[src/wbs_pkg.sv]
/*
  Constants for the windowed burst sequencer: register map, fields, states.
  Assumes a single 10 MHz clock and a plain strobe register port.
*/
package wbs_pkg;
  // ==========================================================
  // Register offsets (byte addresses)
  localparam logic [7:0] REG_CTRL    = 8'h00;
  localparam logic [7:0] REG_WIN     = 8'h04;
  localparam logic [7:0] REG_ROWS    = 8'h08;
  localparam logic [7:0] REG_EXPO    = 8'h0C;
  localparam logic [7:0] REG_CLEAN   = 8'h10;
  localparam logic [7:0] REG_CYCLES  = 8'h14;
  localparam logic [7:0] REG_TOTAL   = 8'h18;
  localparam logic [7:0] REG_COLS    = 8'h1C;
  localparam logic [7:0] REG_STATUS  = 8'h20;
  localparam logic [7:0] REG_SUBF    = 8'h24;
  localparam logic [7:0] REG_IRQ_ST  = 8'h28;
  localparam logic [7:0] REG_IRQ_EN  = 8'h2C;
  localparam logic [7:0] REG_IRQ_CLR = 8'h30;
  localparam logic [7:0] REG_SWTRIG  = 8'h34;
  // ==========================================================
  // Control fields
  localparam int CTRL_START   = 0;
  localparam int CTRL_SHIFT   = 1;
  localparam int CTRL_EXTSRC  = 2;
  localparam int CTRL_BIN2    = 3;
  // Interrupt status bits
  localparam int IRQ_DONE     = 0;
  localparam int IRQ_MISMATCH = 1;
  localparam int IRQ_NUM      = 2;
  // ==========================================================
  // Reset values
  localparam logic [15:0] WIN_RST    = 16'h000A;
  localparam logic [15:0] ROWS_RST   = 16'h0800;
  localparam logic [15:0] EXPO_RST   = 16'h000A;
  localparam logic [15:0] CLEAN_RST  = 16'h0010;
  localparam logic [15:0] CYCLES_RST = 16'h0004;
  localparam logic [15:0] TOTAL_RST  = 16'h00CC;
  localparam logic [15:0] COLS_RST   = 16'h0010;
  // ==========================================================
  // Sequencer states
  typedef enum logic [2:0] {
    WBS_IDLE, WBS_CLEAN, WBS_ARM, WBS_EXPOSE, WBS_SHIFT, WBS_READ
  } wbs_state_t;
endpackage : wbs_pkg

[src/wbs_sequencer.sv]
/*
  Windowed burst (kinetics) sequencer: cleaning, exposure-shift series,
  readout of stored subframes with optional 2-row binning.
  Assumes one 10 MHz clock; the external trigger is an asynchronous pin.
  The sensor is driven by one-row vertical shift and one-pixel serial
  shift strobes; pixel data arrive on sense_data_in.
*/
`timescale 1ns/1ps
// Functional notes
// RULE1: In single-trigger mode one trigger starts the whole exposure-shift series.
// RULE2: In single-trigger mode each exposure lasts the programmed exposure time.
// RULE3: In per-shift mode each trigger pulse runs exactly one exposure-shift cycle.
// RULE4: After the programmed cycles all stored subframes are read out to the host.
// RULE5: Readout may bin row pairs in hardware to shorten it.
// RULE6: Before the first trigger the sensor is cleaned one row at a time.
// RULE7: A clean count of zero means no cleaning before the first trigger.
// RULE8: Subframes per readout derive from window height and follow its changes.
// RULE9: A warning flags when total frames are not a multiple of subframes per readout.
// RULE10: Software should request total frames as a multiple of subframes per readout.
// RULE11: Trigger response is one of two: single per burst or one per shift cycle.
// RULE12: The trigger comes from the internal source or the external pin.
// RULE13: The exposed window is a count of rows; the rest is masked storage.
// RULE14: Each cycle shifts the charge down by the window height in rows.
// RULE15: Subframes go to the host in acquisition order, pixel by pixel.
module wbs_sequencer (
  // Clock and reset
  input  wire logic        clk_in,
  input  wire logic        rst_b_in,
  // Register port
  input  wire logic [7:0]  reg_addr_in,
  input  wire logic [31:0] reg_wdata_in,
  input  wire logic        reg_wr_in,
  input  wire logic        reg_rd_in,
  output logic      [31:0] reg_rdata_out,
  // Trigger pin
  input  wire logic        ext_trig_in,
  // Sensor drive
  output logic             row_shift_out,
  output logic             pix_shift_out,
  output logic             expose_out,
  input  wire logic [15:0] sense_data_in,
  // Pixel stream to host
  output logic [15:0]      pix_data_out,
  output logic             pix_valid_out,
  output logic             frame_end_out,
  // Interrupt
  output logic             irq_out
);
  // ==========================================================
  // Registers
  logic [3:0]  ctrl_q;
  logic [15:0] win_q, rows_q, expo_q, clean_q, cycles_q, total_q, cols_q;
  localparam int IRQ_NUM = wbs_pkg::IRQ_NUM;
  logic [IRQ_NUM-1:0] irq_st_q, irq_en_q;
  logic        swtrig_q;
  logic [15:0] subf_q;
  logic        mism_q;
  // ==========================================================
  // Sequencer state
  wbs_pkg::wbs_state_t state_q;
  logic [15:0] cnt_q;        // exposure timer, cleared at shift end
  logic [15:0] rowin_q;      // rows shifted in this cycle or subframe
  logic [15:0] cyc_q;        // completed exposure-shift cycles
  logic [15:0] sub_q;        // subframes read
  logic [15:0] col_q;
  logic [15:0] cleaned_q;
  logic [2:0]  trig_sync_q;
  logic        trig_lvl_q;
  logic        bin_ph_q;
  logic        done_pulse_q;

  // ==========================================================
  // Decode
  wire wr_ctrl   = reg_wr_in && reg_addr_in == wbs_pkg::REG_CTRL;
  wire wr_win    = reg_wr_in && reg_addr_in == wbs_pkg::REG_WIN;
  wire wr_rows   = reg_wr_in && reg_addr_in == wbs_pkg::REG_ROWS;
  wire wr_expo   = reg_wr_in && reg_addr_in == wbs_pkg::REG_EXPO;
  wire wr_clean  = reg_wr_in && reg_addr_in == wbs_pkg::REG_CLEAN;
  wire wr_cycles = reg_wr_in && reg_addr_in == wbs_pkg::REG_CYCLES;
  wire wr_total  = reg_wr_in && reg_addr_in == wbs_pkg::REG_TOTAL;
  wire wr_cols   = reg_wr_in && reg_addr_in == wbs_pkg::REG_COLS;
  wire wr_irq_en = reg_wr_in && reg_addr_in == wbs_pkg::REG_IRQ_EN;
  wire wr_irqclr = reg_wr_in && reg_addr_in == wbs_pkg::REG_IRQ_CLR;
  wire wr_swtrig = reg_wr_in && reg_addr_in == wbs_pkg::REG_SWTRIG;

  // Trigger select: external edge once two late stages agree
  wire ext_rise = trig_sync_q[2] && trig_sync_q[1] && !trig_lvl_q;
  wire trig     = ctrl_q[wbs_pkg::CTRL_EXTSRC] ? ext_rise : swtrig_q; // RULE12
  wire shift_md = ctrl_q[wbs_pkg::CTRL_SHIFT];                        // RULE11
  wire bin2     = ctrl_q[wbs_pkg::CTRL_BIN2];

  // Subframes per readout: storage depth over window height
  wire [15:0] subf_d = (win_q == 16'h0000) ? 16'h0000 : rows_q / win_q; // RULE8
  // Fresh quotient, so the flag moves in the same cycle as the count
  wire [15:0] rem_d  = (subf_d == 16'h0000) ? 16'h0000 : total_q % subf_d;
  wire        mism_d = (subf_d == 16'h0000) || (rem_d != 16'h0000);  // RULE9
  wire        mism_rise = mism_d && !mism_q;

  // Row counts used per subframe, halved under binning
  wire [15:0] rows_per_sub = bin2 ? {1'b0, win_q[15:1]} : win_q;     // RULE5
  wire        exp_done  = cnt_q + 16'h0001 >= expo_q;                // RULE2
  wire        shift_end = rowin_q + 16'h0001 >= win_q;               // RULE14
  wire        line_end  = col_q + 16'h0001 >= cols_q;
  wire        sub_end   = rowin_q + 16'h0001 >= rows_per_sub;
  wire        all_read  = sub_q + 16'h0001 >= cyc_q;
  wire        row_step  = state_q == wbs_pkg::WBS_READ && line_end && !bin_ph_q;
  wire        clean_on  = clean_q != 16'h0000;                        // RULE7
  wire        clean_last = cleaned_q + 16'h0001 >= clean_q;
  // Single-trigger series re-arms itself after each shift
  wire        auto_go   = !shift_md && cyc_q != 16'h0000;            // RULE1

  // Read mux
  logic [31:0] rd_mux;
  always_comb begin
    case (reg_addr_in)
      wbs_pkg::REG_CTRL:   rd_mux = {28'h0000000, ctrl_q};
      wbs_pkg::REG_WIN:    rd_mux = {16'h0000, win_q};
      wbs_pkg::REG_ROWS:   rd_mux = {16'h0000, rows_q};
      wbs_pkg::REG_EXPO:   rd_mux = {16'h0000, expo_q};
      wbs_pkg::REG_CLEAN:  rd_mux = {16'h0000, clean_q};
      wbs_pkg::REG_CYCLES: rd_mux = {16'h0000, cycles_q};
      wbs_pkg::REG_TOTAL:  rd_mux = {16'h0000, total_q};
      wbs_pkg::REG_COLS:   rd_mux = {16'h0000, cols_q};
      wbs_pkg::REG_STATUS: rd_mux = {12'h000, cyc_q, mism_q, state_q};
      wbs_pkg::REG_SUBF:   rd_mux = {16'h0000, subf_q};
      wbs_pkg::REG_IRQ_ST: rd_mux = {30'h00000000, irq_st_q};
      wbs_pkg::REG_IRQ_EN: rd_mux = {30'h00000000, irq_en_q};
      default:             rd_mux = 32'h00000000;
    endcase
  end

  // ==========================================================
  // Register file
  always_ff @(posedge clk_in or negedge rst_b_in) begin
    if (!rst_b_in) begin
      ctrl_q   <= 4'h0;
      win_q    <= wbs_pkg::WIN_RST;
      rows_q   <= wbs_pkg::ROWS_RST;
      expo_q   <= wbs_pkg::EXPO_RST;
      clean_q  <= wbs_pkg::CLEAN_RST;
      cycles_q <= wbs_pkg::CYCLES_RST;
      total_q  <= wbs_pkg::TOTAL_RST;
      cols_q   <= wbs_pkg::COLS_RST;
      irq_en_q <= 2'h0;
      swtrig_q <= 1'b0;
      reg_rdata_out <= 32'h00000000;
    end else begin
      if (wr_ctrl)   ctrl_q   <= reg_wdata_in[3:0];
      else if (state_q != wbs_pkg::WBS_IDLE) ctrl_q[wbs_pkg::CTRL_START] <= 1'b0;
      if (wr_win)    win_q    <= reg_wdata_in[15:0];                 // RULE13
      if (wr_rows)   rows_q   <= reg_wdata_in[15:0];
      if (wr_expo)   expo_q   <= reg_wdata_in[15:0];
      if (wr_clean)  clean_q  <= reg_wdata_in[15:0];
      if (wr_cycles) cycles_q <= reg_wdata_in[15:0];
      if (wr_total)  total_q  <= reg_wdata_in[15:0];
      if (wr_cols)   cols_q   <= reg_wdata_in[15:0];
      if (wr_irq_en) irq_en_q <= reg_wdata_in[1:0];
      swtrig_q <= wr_swtrig && reg_wdata_in[0];
      reg_rdata_out <= reg_rd_in ? rd_mux : 32'h00000000;
    end
  end

  // Derived counts and sticky events; a set wins over a clear
  always_ff @(posedge clk_in or negedge rst_b_in) begin
    if (!rst_b_in) begin
      subf_q   <= wbs_pkg::ROWS_RST / wbs_pkg::WIN_RST;
      mism_q   <= 1'b0;
      irq_st_q <= 2'h0;
      irq_out  <= 1'b0;
    end else begin
      subf_q   <= subf_d;                                            // RULE8
      mism_q   <= mism_d;
      irq_st_q <= (irq_st_q & ~(wr_irqclr ? reg_wdata_in[1:0] : 2'h0))
                  | {mism_rise, done_pulse_q};                       // RULE9
      irq_out  <= |(irq_st_q & irq_en_q);
    end
  end

  // Trigger pin synchroniser
  always_ff @(posedge clk_in or negedge rst_b_in) begin
    if (!rst_b_in) begin
      trig_sync_q <= 3'h0;
      trig_lvl_q  <= 1'b0;
    end else begin
      trig_sync_q <= {trig_sync_q[1:0], ext_trig_in};
      if (trig_sync_q[2] == trig_sync_q[1]) trig_lvl_q <= trig_sync_q[2];
    end
  end

  // ==========================================================
  // Sequencer
  always_ff @(posedge clk_in or negedge rst_b_in) begin
    if (!rst_b_in) begin
      state_q <= wbs_pkg::WBS_IDLE;
      cnt_q <= 16'h0000;
      rowin_q <= 16'h0000;
      cyc_q <= 16'h0000;
      sub_q <= 16'h0000;
      col_q <= 16'h0000;
      cleaned_q <= 16'h0000;
      bin_ph_q <= 1'b0;
      done_pulse_q <= 1'b0;
      row_shift_out <= 1'b0;
      pix_shift_out <= 1'b0;
      expose_out <= 1'b0;
      pix_data_out <= 16'h0000;
      pix_valid_out <= 1'b0;
      frame_end_out <= 1'b0;
    end else begin
      row_shift_out <= 1'b0;
      pix_shift_out <= 1'b0;
      pix_valid_out <= 1'b0;
      frame_end_out <= 1'b0;
      done_pulse_q <= 1'b0;
      case (state_q)
        wbs_pkg::WBS_IDLE: begin
          cyc_q <= 16'h0000;
          cleaned_q <= 16'h0000;
          if (ctrl_q[wbs_pkg::CTRL_START]) begin
            // Zero clean count skips straight to waiting
            state_q <= clean_on ? wbs_pkg::WBS_CLEAN : wbs_pkg::WBS_ARM; // RULE7
          end
        end
        wbs_pkg::WBS_CLEAN: begin
          // Jitter is one row shift: trigger is seen between row strobes
          if (trig) begin
            state_q <= wbs_pkg::WBS_EXPOSE;                          // RULE1 RULE3
            cnt_q <= 16'h0000;
            expose_out <= 1'b1;
          end else begin
            row_shift_out <= 1'b1;                                   // RULE6
            cleaned_q <= cleaned_q + 16'h0001;
            if (clean_last) state_q <= wbs_pkg::WBS_ARM;
          end
        end
        wbs_pkg::WBS_ARM: begin
          // Exposure opens a cycle after the last shift, never beside it
          if (trig || auto_go) begin
            state_q <= wbs_pkg::WBS_EXPOSE;                          // RULE1 RULE3
            cnt_q <= 16'h0000;
            expose_out <= 1'b1;
          end
        end
        wbs_pkg::WBS_EXPOSE: begin
          cnt_q <= cnt_q + 16'h0001;
          if (exp_done) begin                                        // RULE2
            expose_out <= 1'b0;
            rowin_q <= 16'h0000;
            state_q <= wbs_pkg::WBS_SHIFT;
          end
        end
        wbs_pkg::WBS_SHIFT: begin
          row_shift_out <= 1'b1;                                     // RULE14
          rowin_q <= rowin_q + 16'h0001;
          if (shift_end) begin
            cyc_q <= cyc_q + 16'h0001;
            cnt_q <= 16'h0000;
            if (cyc_q + 16'h0001 >= cycles_q) begin                  // RULE4
              state_q <= wbs_pkg::WBS_READ;
              sub_q <= 16'h0000;
              rowin_q <= 16'h0000;
              col_q <= 16'h0000;
              bin_ph_q <= bin2;                                      // RULE5
            end else begin
              // Per-shift mode waits here; single mode leaves next cycle
              state_q <= wbs_pkg::WBS_ARM;                           // RULE1 RULE3
            end
          end
        end
        wbs_pkg::WBS_READ: begin
          if (bin_ph_q) begin
            // Second row of a pair joins the serial register unread
            row_shift_out <= 1'b1;                                   // RULE5
            bin_ph_q <= 1'b0;
          end else begin
            // Oldest subframe is nearest the serial register: order is kept
            pix_shift_out <= 1'b1;                                   // RULE15
            pix_data_out <= sense_data_in;
            pix_valid_out <= 1'b1;
            col_q <= line_end ? 16'h0000 : col_q + 16'h0001;
          end
          if (row_step) begin
            row_shift_out <= 1'b1;
            bin_ph_q <= bin2;                                        // RULE5
            rowin_q <= sub_end ? 16'h0000 : rowin_q + 16'h0001;
            if (sub_end) begin
              frame_end_out <= 1'b1;                                 // RULE15
              sub_q <= sub_q + 16'h0001;
              if (all_read) begin                                    // RULE4
                state_q <= wbs_pkg::WBS_IDLE;
                done_pulse_q <= 1'b1;
              end
            end
          end
        end
        default: state_q <= wbs_pkg::WBS_IDLE;
      endcase
    end
  end
endmodule // wbs_sequencer

[config.mk]
export PLATFORM = sky130hd
export DESIGN_NAME = wbs_sequencer
export DESIGN_NICKNAME = d
export VERILOG_FILES = /design/src/wbs_pkg.sv /design/src/wbs_sequencer.sv
export SDC_FILE = /design/constraint.sdc
export NUM_CORES = 1
export LEC_CHECK = 0
export ABC_AREA = 0
export BUFFER_PORTS_ARGS = -buffer_cell sky130_fd_sc_hd__buf_2
export CAP_MARGIN = 20
export CORE_ASPECT_RATIO = 1.25
export CORE_MARGIN = 4
export CORE_UTILIZATION = 40
export CTS_BUF_LIST = sky130_fd_sc_hd__clkbuf_8
export CTS_CLUSTER_DIAMETER = 60
export DETAILED_ROUTE_END_ITERATION = 8
export SLEW_MARGIN = 20
export SYNTH_ARGS = -nofsm -noshare
export SYNTH_HDL_FRONTEND = slang
export SYNTH_SLANG_ARGS = --single-unit
[constraint.sdc]
create_clock -name clk_in -period 133.5 [get_ports clk_in]
set_clock_uncertainty 0.1 [all_clocks]
set_input_delay 20.025 -clock clk_in [delete_from_list [all_inputs] [get_ports clk_in]]
set_output_delay 20.025 -clock clk_in [all_outputs]
set_load 0.01 [all_outputs]
# Word-level counts from Yosys, hierarchy flattened
# Index checks and enable logic that the tools add are counted.
[op_classes] add_sub_neg=6 div_mod_pow=2 magnitude_cmp=7 n_eq_ne=31 n_mux=64 n_bitwise=5 reduce_logical=50
[op_table] op="$mux W16" n=19
[op_table] op="$pmux W20 S12" n=1
[op_table] op="$pmux W16 S2" n=4
[op_table] op="$ge A16 B16 Y1" n=7
[op_table] op="$add A16 B1 Y16 const B" n=6
[op_table] op="$pmux W16 S4" n=1
[op_table] op="$eq A8 B6 Y1 const B" n=6
[op_table] op="$pmux W16 S3" n=1
[op_table] op="$reduce_bool A16 Y1" n=3
[op_table] op="$eq A8 B5 Y1 const B" n=4
[op_table] op="$logic_not A16 Y1" n=2
[op_table] op="$mux W32" n=1
[op_table] op="$mux W3" n=10
[op_table] op="$ne A2 B2 Y1 const B" n=11
[op_table] op="$mux W1" n=21
[op_table] op="$logic_and A1 B1 Y1" n=18
[op_table] op="$pmux W3 S6" n=1
[op_table] op="$div A16 B16 Y16" n=1
[op_table] op="$eq A8 B4 Y1 const B" n=2
[op_table] op="$mod A16 B16 Y16" n=1
[op_table] op="$reduce_and A4 Y1" n=3
[op_table] op="$reduce_bool A3 Y1" n=3
[op_table] op="$eq A8 B3 Y1 const B" n=1
[op_table] op="$logic_not A8 Y1" n=1
[op_table] op="22 further kinds" n=37
[totals] register_bits=296 input_bits=61 out_inout_bits=54 wordCells=197

# Depth between registers and ports, before layout
[depth] word_depth=8 ltp_mapped=278 depth_no_buf=265

# Worst setup path after synthesis
# Ideal clock, no wire load.
[synth_timing] kind="register to register" from="register win_q[7]" to="register irq_st_q[1]" setup_ps=121 arrival_time_ps=53702 required_time_ps=133279 path_slack_ps=79577 path_stages_with_launch=240 period_less_slack_ps=53923 path_cell_list="dfrtp_1 > buf_2 > nor4_2 > nand4_1 > nor2_1 > a21oi_1 > a21oi_1 > ha_1 > o21a_1 > or3b_1 > a21oi_1 > nor2_1 > ha_1 > nor2_1 > a211o_1 > o31ai_1 > o21ai_0 > ha_1 > [204 not listed] > a211oi_1 > or2_2 > buf_2 > buf_2 > buf_2 > o21ai_0 > ha_1 > nor2b_1 > o31a_1 > o21ai_0 > and2_1 > a21oi_1 > or4_1 > a2111oi_0 > nand4_1 > a2111oi_0 > a41oi_1 > a22o_1"
[synth_between] elab_chain_len=8 elab_cells_between_ends=10 cone_classes="2 x div; 2 x mux; 1 x bitwise; 5 x reduce/logical"
[synth_lines] item="from (decl)" line="wbs_sequencer.sv:52" source="logic [15:0] win_q, rows_q, expo_q, clean_q, cycles_q, total_q, cols_q;"
[synth_lines] item="from (signal assigned)" line="wbs_sequencer.sv:137" source="win_q <= wbs_pkg::WIN_RST;"
[synth_lines] item="from (signal assigned)" line="wbs_sequencer.sv:150" source="if (wr_win) win_q <= reg_wdata_in[15:0];"
[synth_lines] item="$div A16 B16 Y16 or $logic_not A16 Y1 (tied branches)" line="wbs_sequencer.sv:93" source="wire [15:0] subf_d = (win_q == 16'h0000) ? 16'h0000 : rows_q / win_q;"
[synth_lines] item="$mux W16 *" line="wbs_sequencer.sv:93"
[synth_lines] item="net subf_d[0]" line="wbs_sequencer.sv:93"
[synth_lines] item="$mod A16 B16 Y16 or $logic_not A16 Y1 (tied branches)" line="wbs_sequencer.sv:95, wbs_sequencer.sv:96"
[synth_lines] item="$mux W16" line="wbs_sequencer.sv:95" source="wire [15:0] rem_d = (subf_d == 16'h0000) ? 16'h0000 : total_q % subf_d;"
[synth_lines] item="$reduce_bool A16 Y1" line="wbs_sequencer.sv:96" source="wire mism_d = (subf_d == 16'h0000) || (rem_d != 16'h0000);"
[synth_lines] item="$logic_or A1 B1 Y1 *" line="wbs_sequencer.sv:96"
[synth_lines] item="net mism_d" line="wbs_sequencer.sv:96"
[synth_lines] item="$logic_and A1 B1 Y1 *" line="wbs_sequencer.sv:97" source="wire mism_rise = mism_d && !mism_q;"
[synth_lines] item="$or A2 B2 Y2 *" line="wbs_sequencer.sv:174" source="| {mism_rise, done_pulse_q};"
[synth_lines] item="to (signal assigned)" line="wbs_sequencer.sv:173" source="irq_st_q <= (irq_st_q & ~(wr_irqclr ? reg_wdata_in[1:0] : 2'h0))"
[synth_lines] item="to (decl)" line="wbs_sequencer.sv:54" source="logic [IRQ_NUM-1:0] irq_st_q, irq_en_q;"
# The timed path passes the listed nets; every way through them passes the cells marked *.
# A chain may end at the register's enable or synchronous reset.

# Final worst setup path
# Same ends and word-level chain as after synthesis.

==> impl_metrics.tcl <==
set metrics [dict create \
    detailedRoute.firstPassIterationCount 6 \
    final-instance-count-excl-fill 4852 \
    slew_worst_pin_ns 1.04 \
    cts_htree_levels 2 \
    clock_tree_from_tritoncts "yes" \
    top_usage_layer "met2" \
    grt_max_degree 94 \
    netlist_area_um2 31200 \
    cts.root.buffer_cell "sky130_fd_sc_hd__clkbuf_8" \
    insertion_delay_ns 0.60 \
    design.final.nets 4225 \
    post-route-min-period_ns 68.59 \
    clkSlewWorstSetupHoldPaths_ns 0.07 \
    numPlacedInstances 4767 \
    most_instantiated_flip_flop_cell_in_the_synthesis_netlist "sky130_fd_sc_hd__dfrtp_1" \
    layout.filler_cells 7783 \
    largest_reg_flops 20 \
    post_cts_hold_buffer_count 0 \
    detail_route.drc_violations 0 \
    cts_sinks 284 \
    run_status "finished clean" \
    mostFrequentLayoutCell "sky130_fd_sc_hd__ha_1" \
    critPathMaxFanout 25 \
    final-hold-violation-count 0 \
    max-clock-path-buffers 3 \
    dieArea_um2 82500 \
    global_route.overflow_total 0 \
    period_share_pct 51.4 \
    synth-edff-count 0 \
    grt_pass1_vias 28315 \
    maxSlewViolCount 0 \
    grt_first_pass_wirelength_um 161000 \
    rsz_0062_raised_after_global_routing "false" \
    die_height_um 320 \
    placeableCoreArea_um2 77300 \
    min_delay_path_depth 0 \
    boundaryPins 115 \
    global_route.usage.total_pct 24.2 \
    post_synth_inst_count 3722 \
    detail_route.wirelength_um 105000 \
    antenna_violations_before_repair 5 \
    yosysWarningCount 0 \
    post_cts.repair.setup_buffers 0 \
    cp.arrival_ns 68.95 \
    worst_path_most_repeated_cell "sky130_fd_sc_hd__ha_1" \
    registers.top_by_ff_count "reg_rdata_out" \
    die_width_um 258 \
    finalSetupViolations 0 \
    fmaxAchievable_mhz 14.6 \
    ant_nets 0 \
    flow.area_growth_from_synthesis_pct 8.25 \
    average_cell_area_after_synthesis_um2 8.38 \
    critPathLaunchType "flop" \
    io_buffers 86 \
    drt_first_iter_violations 2367 \
    via_count 29271 \
    timing.rr.start "win_q[7]" \
    cts-resized-gates 0 \
    drive_gt1_share_pct 12.7 \
    core.rowCount 114 \
    max_cap_violations 0 \
    wl_per_cell_um 21.5 \
    cts_buffers 43 \
    start_util_pct 40.3 \
    critPathSlowestCell "sky130_fd_sc_hd__a311oi_1" \
    timing.max_slew.rel_slack_pct 30.1 \
    proportion_of_register_bits_with_asynchronous_set_or_reset_after_synthesis_pct 100 \
    post_synthesis_register_bit_count 284 \
    layout_common_cells "sky130_fd_sc_hd__ha_1 (394), sky130_fd_sc_hd__nor2_1 (307), sky130_fd_sc_hd__nand2_1 (284), sky130_fd_sc_hd__dfrtp_1 (268), sky130_fd_sc_hd__o21ai_0 (216)" \
    post-dp-hpwl_um 80000 \
    vias_per_std_cell 6.03 \
    critical_path_class "reg2reg" \
    grt.met3_usage_pct 2.44 \
    routabilityCongestion 0.930 \
    grt.met2_usage_pct 42.8 \
    hold_path.startpoint "trig_sync_q[0]" \
    use_met1_pct 29.8 \
    regToRegEndpoint "irq_st_q[1]" \
    hp-class "reg2reg" \
    max_stage_delay_ns 0.85 \
    min_delay_worst_endpoint "trig_sync_q[1]" \
    reg2regPathDepth 235 \
    setup.worst_path.end_class "flop" \
    fin_setup_tns_ns 0 \
    timing.critical_path.required_ns 133.86 \
    worst-r2r-setup-slack_ns 64.91 \
    yosys.cell_types.count 101 \
    seq_area_frac_synth_pct 22.9 \
]
## stage by stage
stage | hold WS (ns) | setup WS, ns | util, % | cell area, um^2
after CTS | 0.267 | 65.68 | 43.6 | 33700
after floorplan | 0.231 | 79.58 | - | 31200
after global routing | 0.282 | 60.63 | 43.6 | 33700
after global placement | 0.235 | 66.16 | 42.4 | 32800
final | 0.264 | 64.91 | 43.7 | 33800
after detailed placement | 0.238 | 66.02 | 42.4 | 32800
## worst max-delay path, delay by kind of cell (launching register included)
kind / cells / cell delay (ns)
flip-flops: 1 / 0.67
buffers and inverters: 13 / 1.82
XOR/XNOR: 1 / 0.15
AO/OA/AOI/OAI: 116 / 35.52
adder cells (fa/ha/maj): 30 / 9.62
AND/OR/NAND/NOR: 70 / 18.56
multiplexers: 5 / 1.91
## cell type report
class                      count  area, um^2  area share [%]
clock inverter                22         168           0.497
sequential                   284        7130            21.1
clock buffer                  57         785            2.32
antenna                        5        12.5          0.0371
tap                         1044        1310            3.87
inverter                     203         762            2.26
timing repair buffer         138         851            2.52
multi-input combinational   3099       22700            67.4
## synthesized netlist by cell type, drive strengths merged, types with 14 or more instances
cell / count / area share (%)
a2111oi: 15 / 0.45
a211oi: 39 / 1.0
a21o: 98 / 2.4
a21oi: 204 / 3.3
a221oi: 30 / 0.84
a222oi: 18 / 0.58
a22o: 51 / 1.4
a22oi: 19 / 0.46
a31oi: 58 / 1.2
and2: 20 / 0.40
and3: 45 / 0.90
buf: 39 / 0.75
clkbuf: 108 / 1.3
dfrtp: 268 / 22
dfstp: 16 / 1.3
ha: 394 / 16
inv: 203 / 2.4
mux2: 194 / 7.0
mux2i: 37 / 1.2
nand2: 287 / 3.5
nand2b: 43 / 0.86
nand3: 117 / 1.9
nand4: 35 / 0.70
nor2: 311 / 3.8
nor2b: 36 / 0.72
nor3: 92 / 1.5
nor3b: 14 / 0.34
nor4: 37 / 0.83
nor4b: 16 / 0.45
o211ai: 36 / 0.87
o21a: 87 / 2.1
o21ai: 227 / 3.7
o21bai: 20 / 0.48
o31ai: 22 / 0.53
or2: 15 / 0.30
or3: 30 / 0.62
xnor2: 138 / 3.9
xor2: 93 / 2.6
## layer usage
layer,up-vias,wire [um]
met4,0,5400
met5,-,0
met1,14015,42500
met3,270,5900
met2,1021,50700
li1,13965,-
## cell families after synthesis
| group | Yosys count | synth area share, % |
|---|---|---|
| AOI/OAI and AO/OA | 1096 | 24.3 |
| buffers and inverters | 350 | 4.49 |
| other | 1 | 0.0120 |
| muxes | 231 | 8.23 |
| DFF | 284 | 22.9 |
| xor gates and xnor gates | 231 | 6.49 |
| and+or+nand+nor | 1134 | 17.8 |
| adders and majority gates | 395 | 15.9 |
## how the worst max path moves through the flow
stage	from	end	slack (ns)	cells past startpoint
floorplan	win_q[7]	irq_st_q[1]	79.58	239
global placement	win_q[7]	irq_st_q[1]	66.16	233
detailed placement	win_q[7]	irq_st_q[1]	66.02	232
CTS	win_q[7]	irq_st_q[1]	65.68	233
global route	win_q[7]	irq_st_q[1]	60.63	233
finish	win_q[7]	irq_st_q[1]	64.91	235
Power is not shown: default switching activity piles up to over one toggle a cycle in this logic, so the estimate is an artifact.
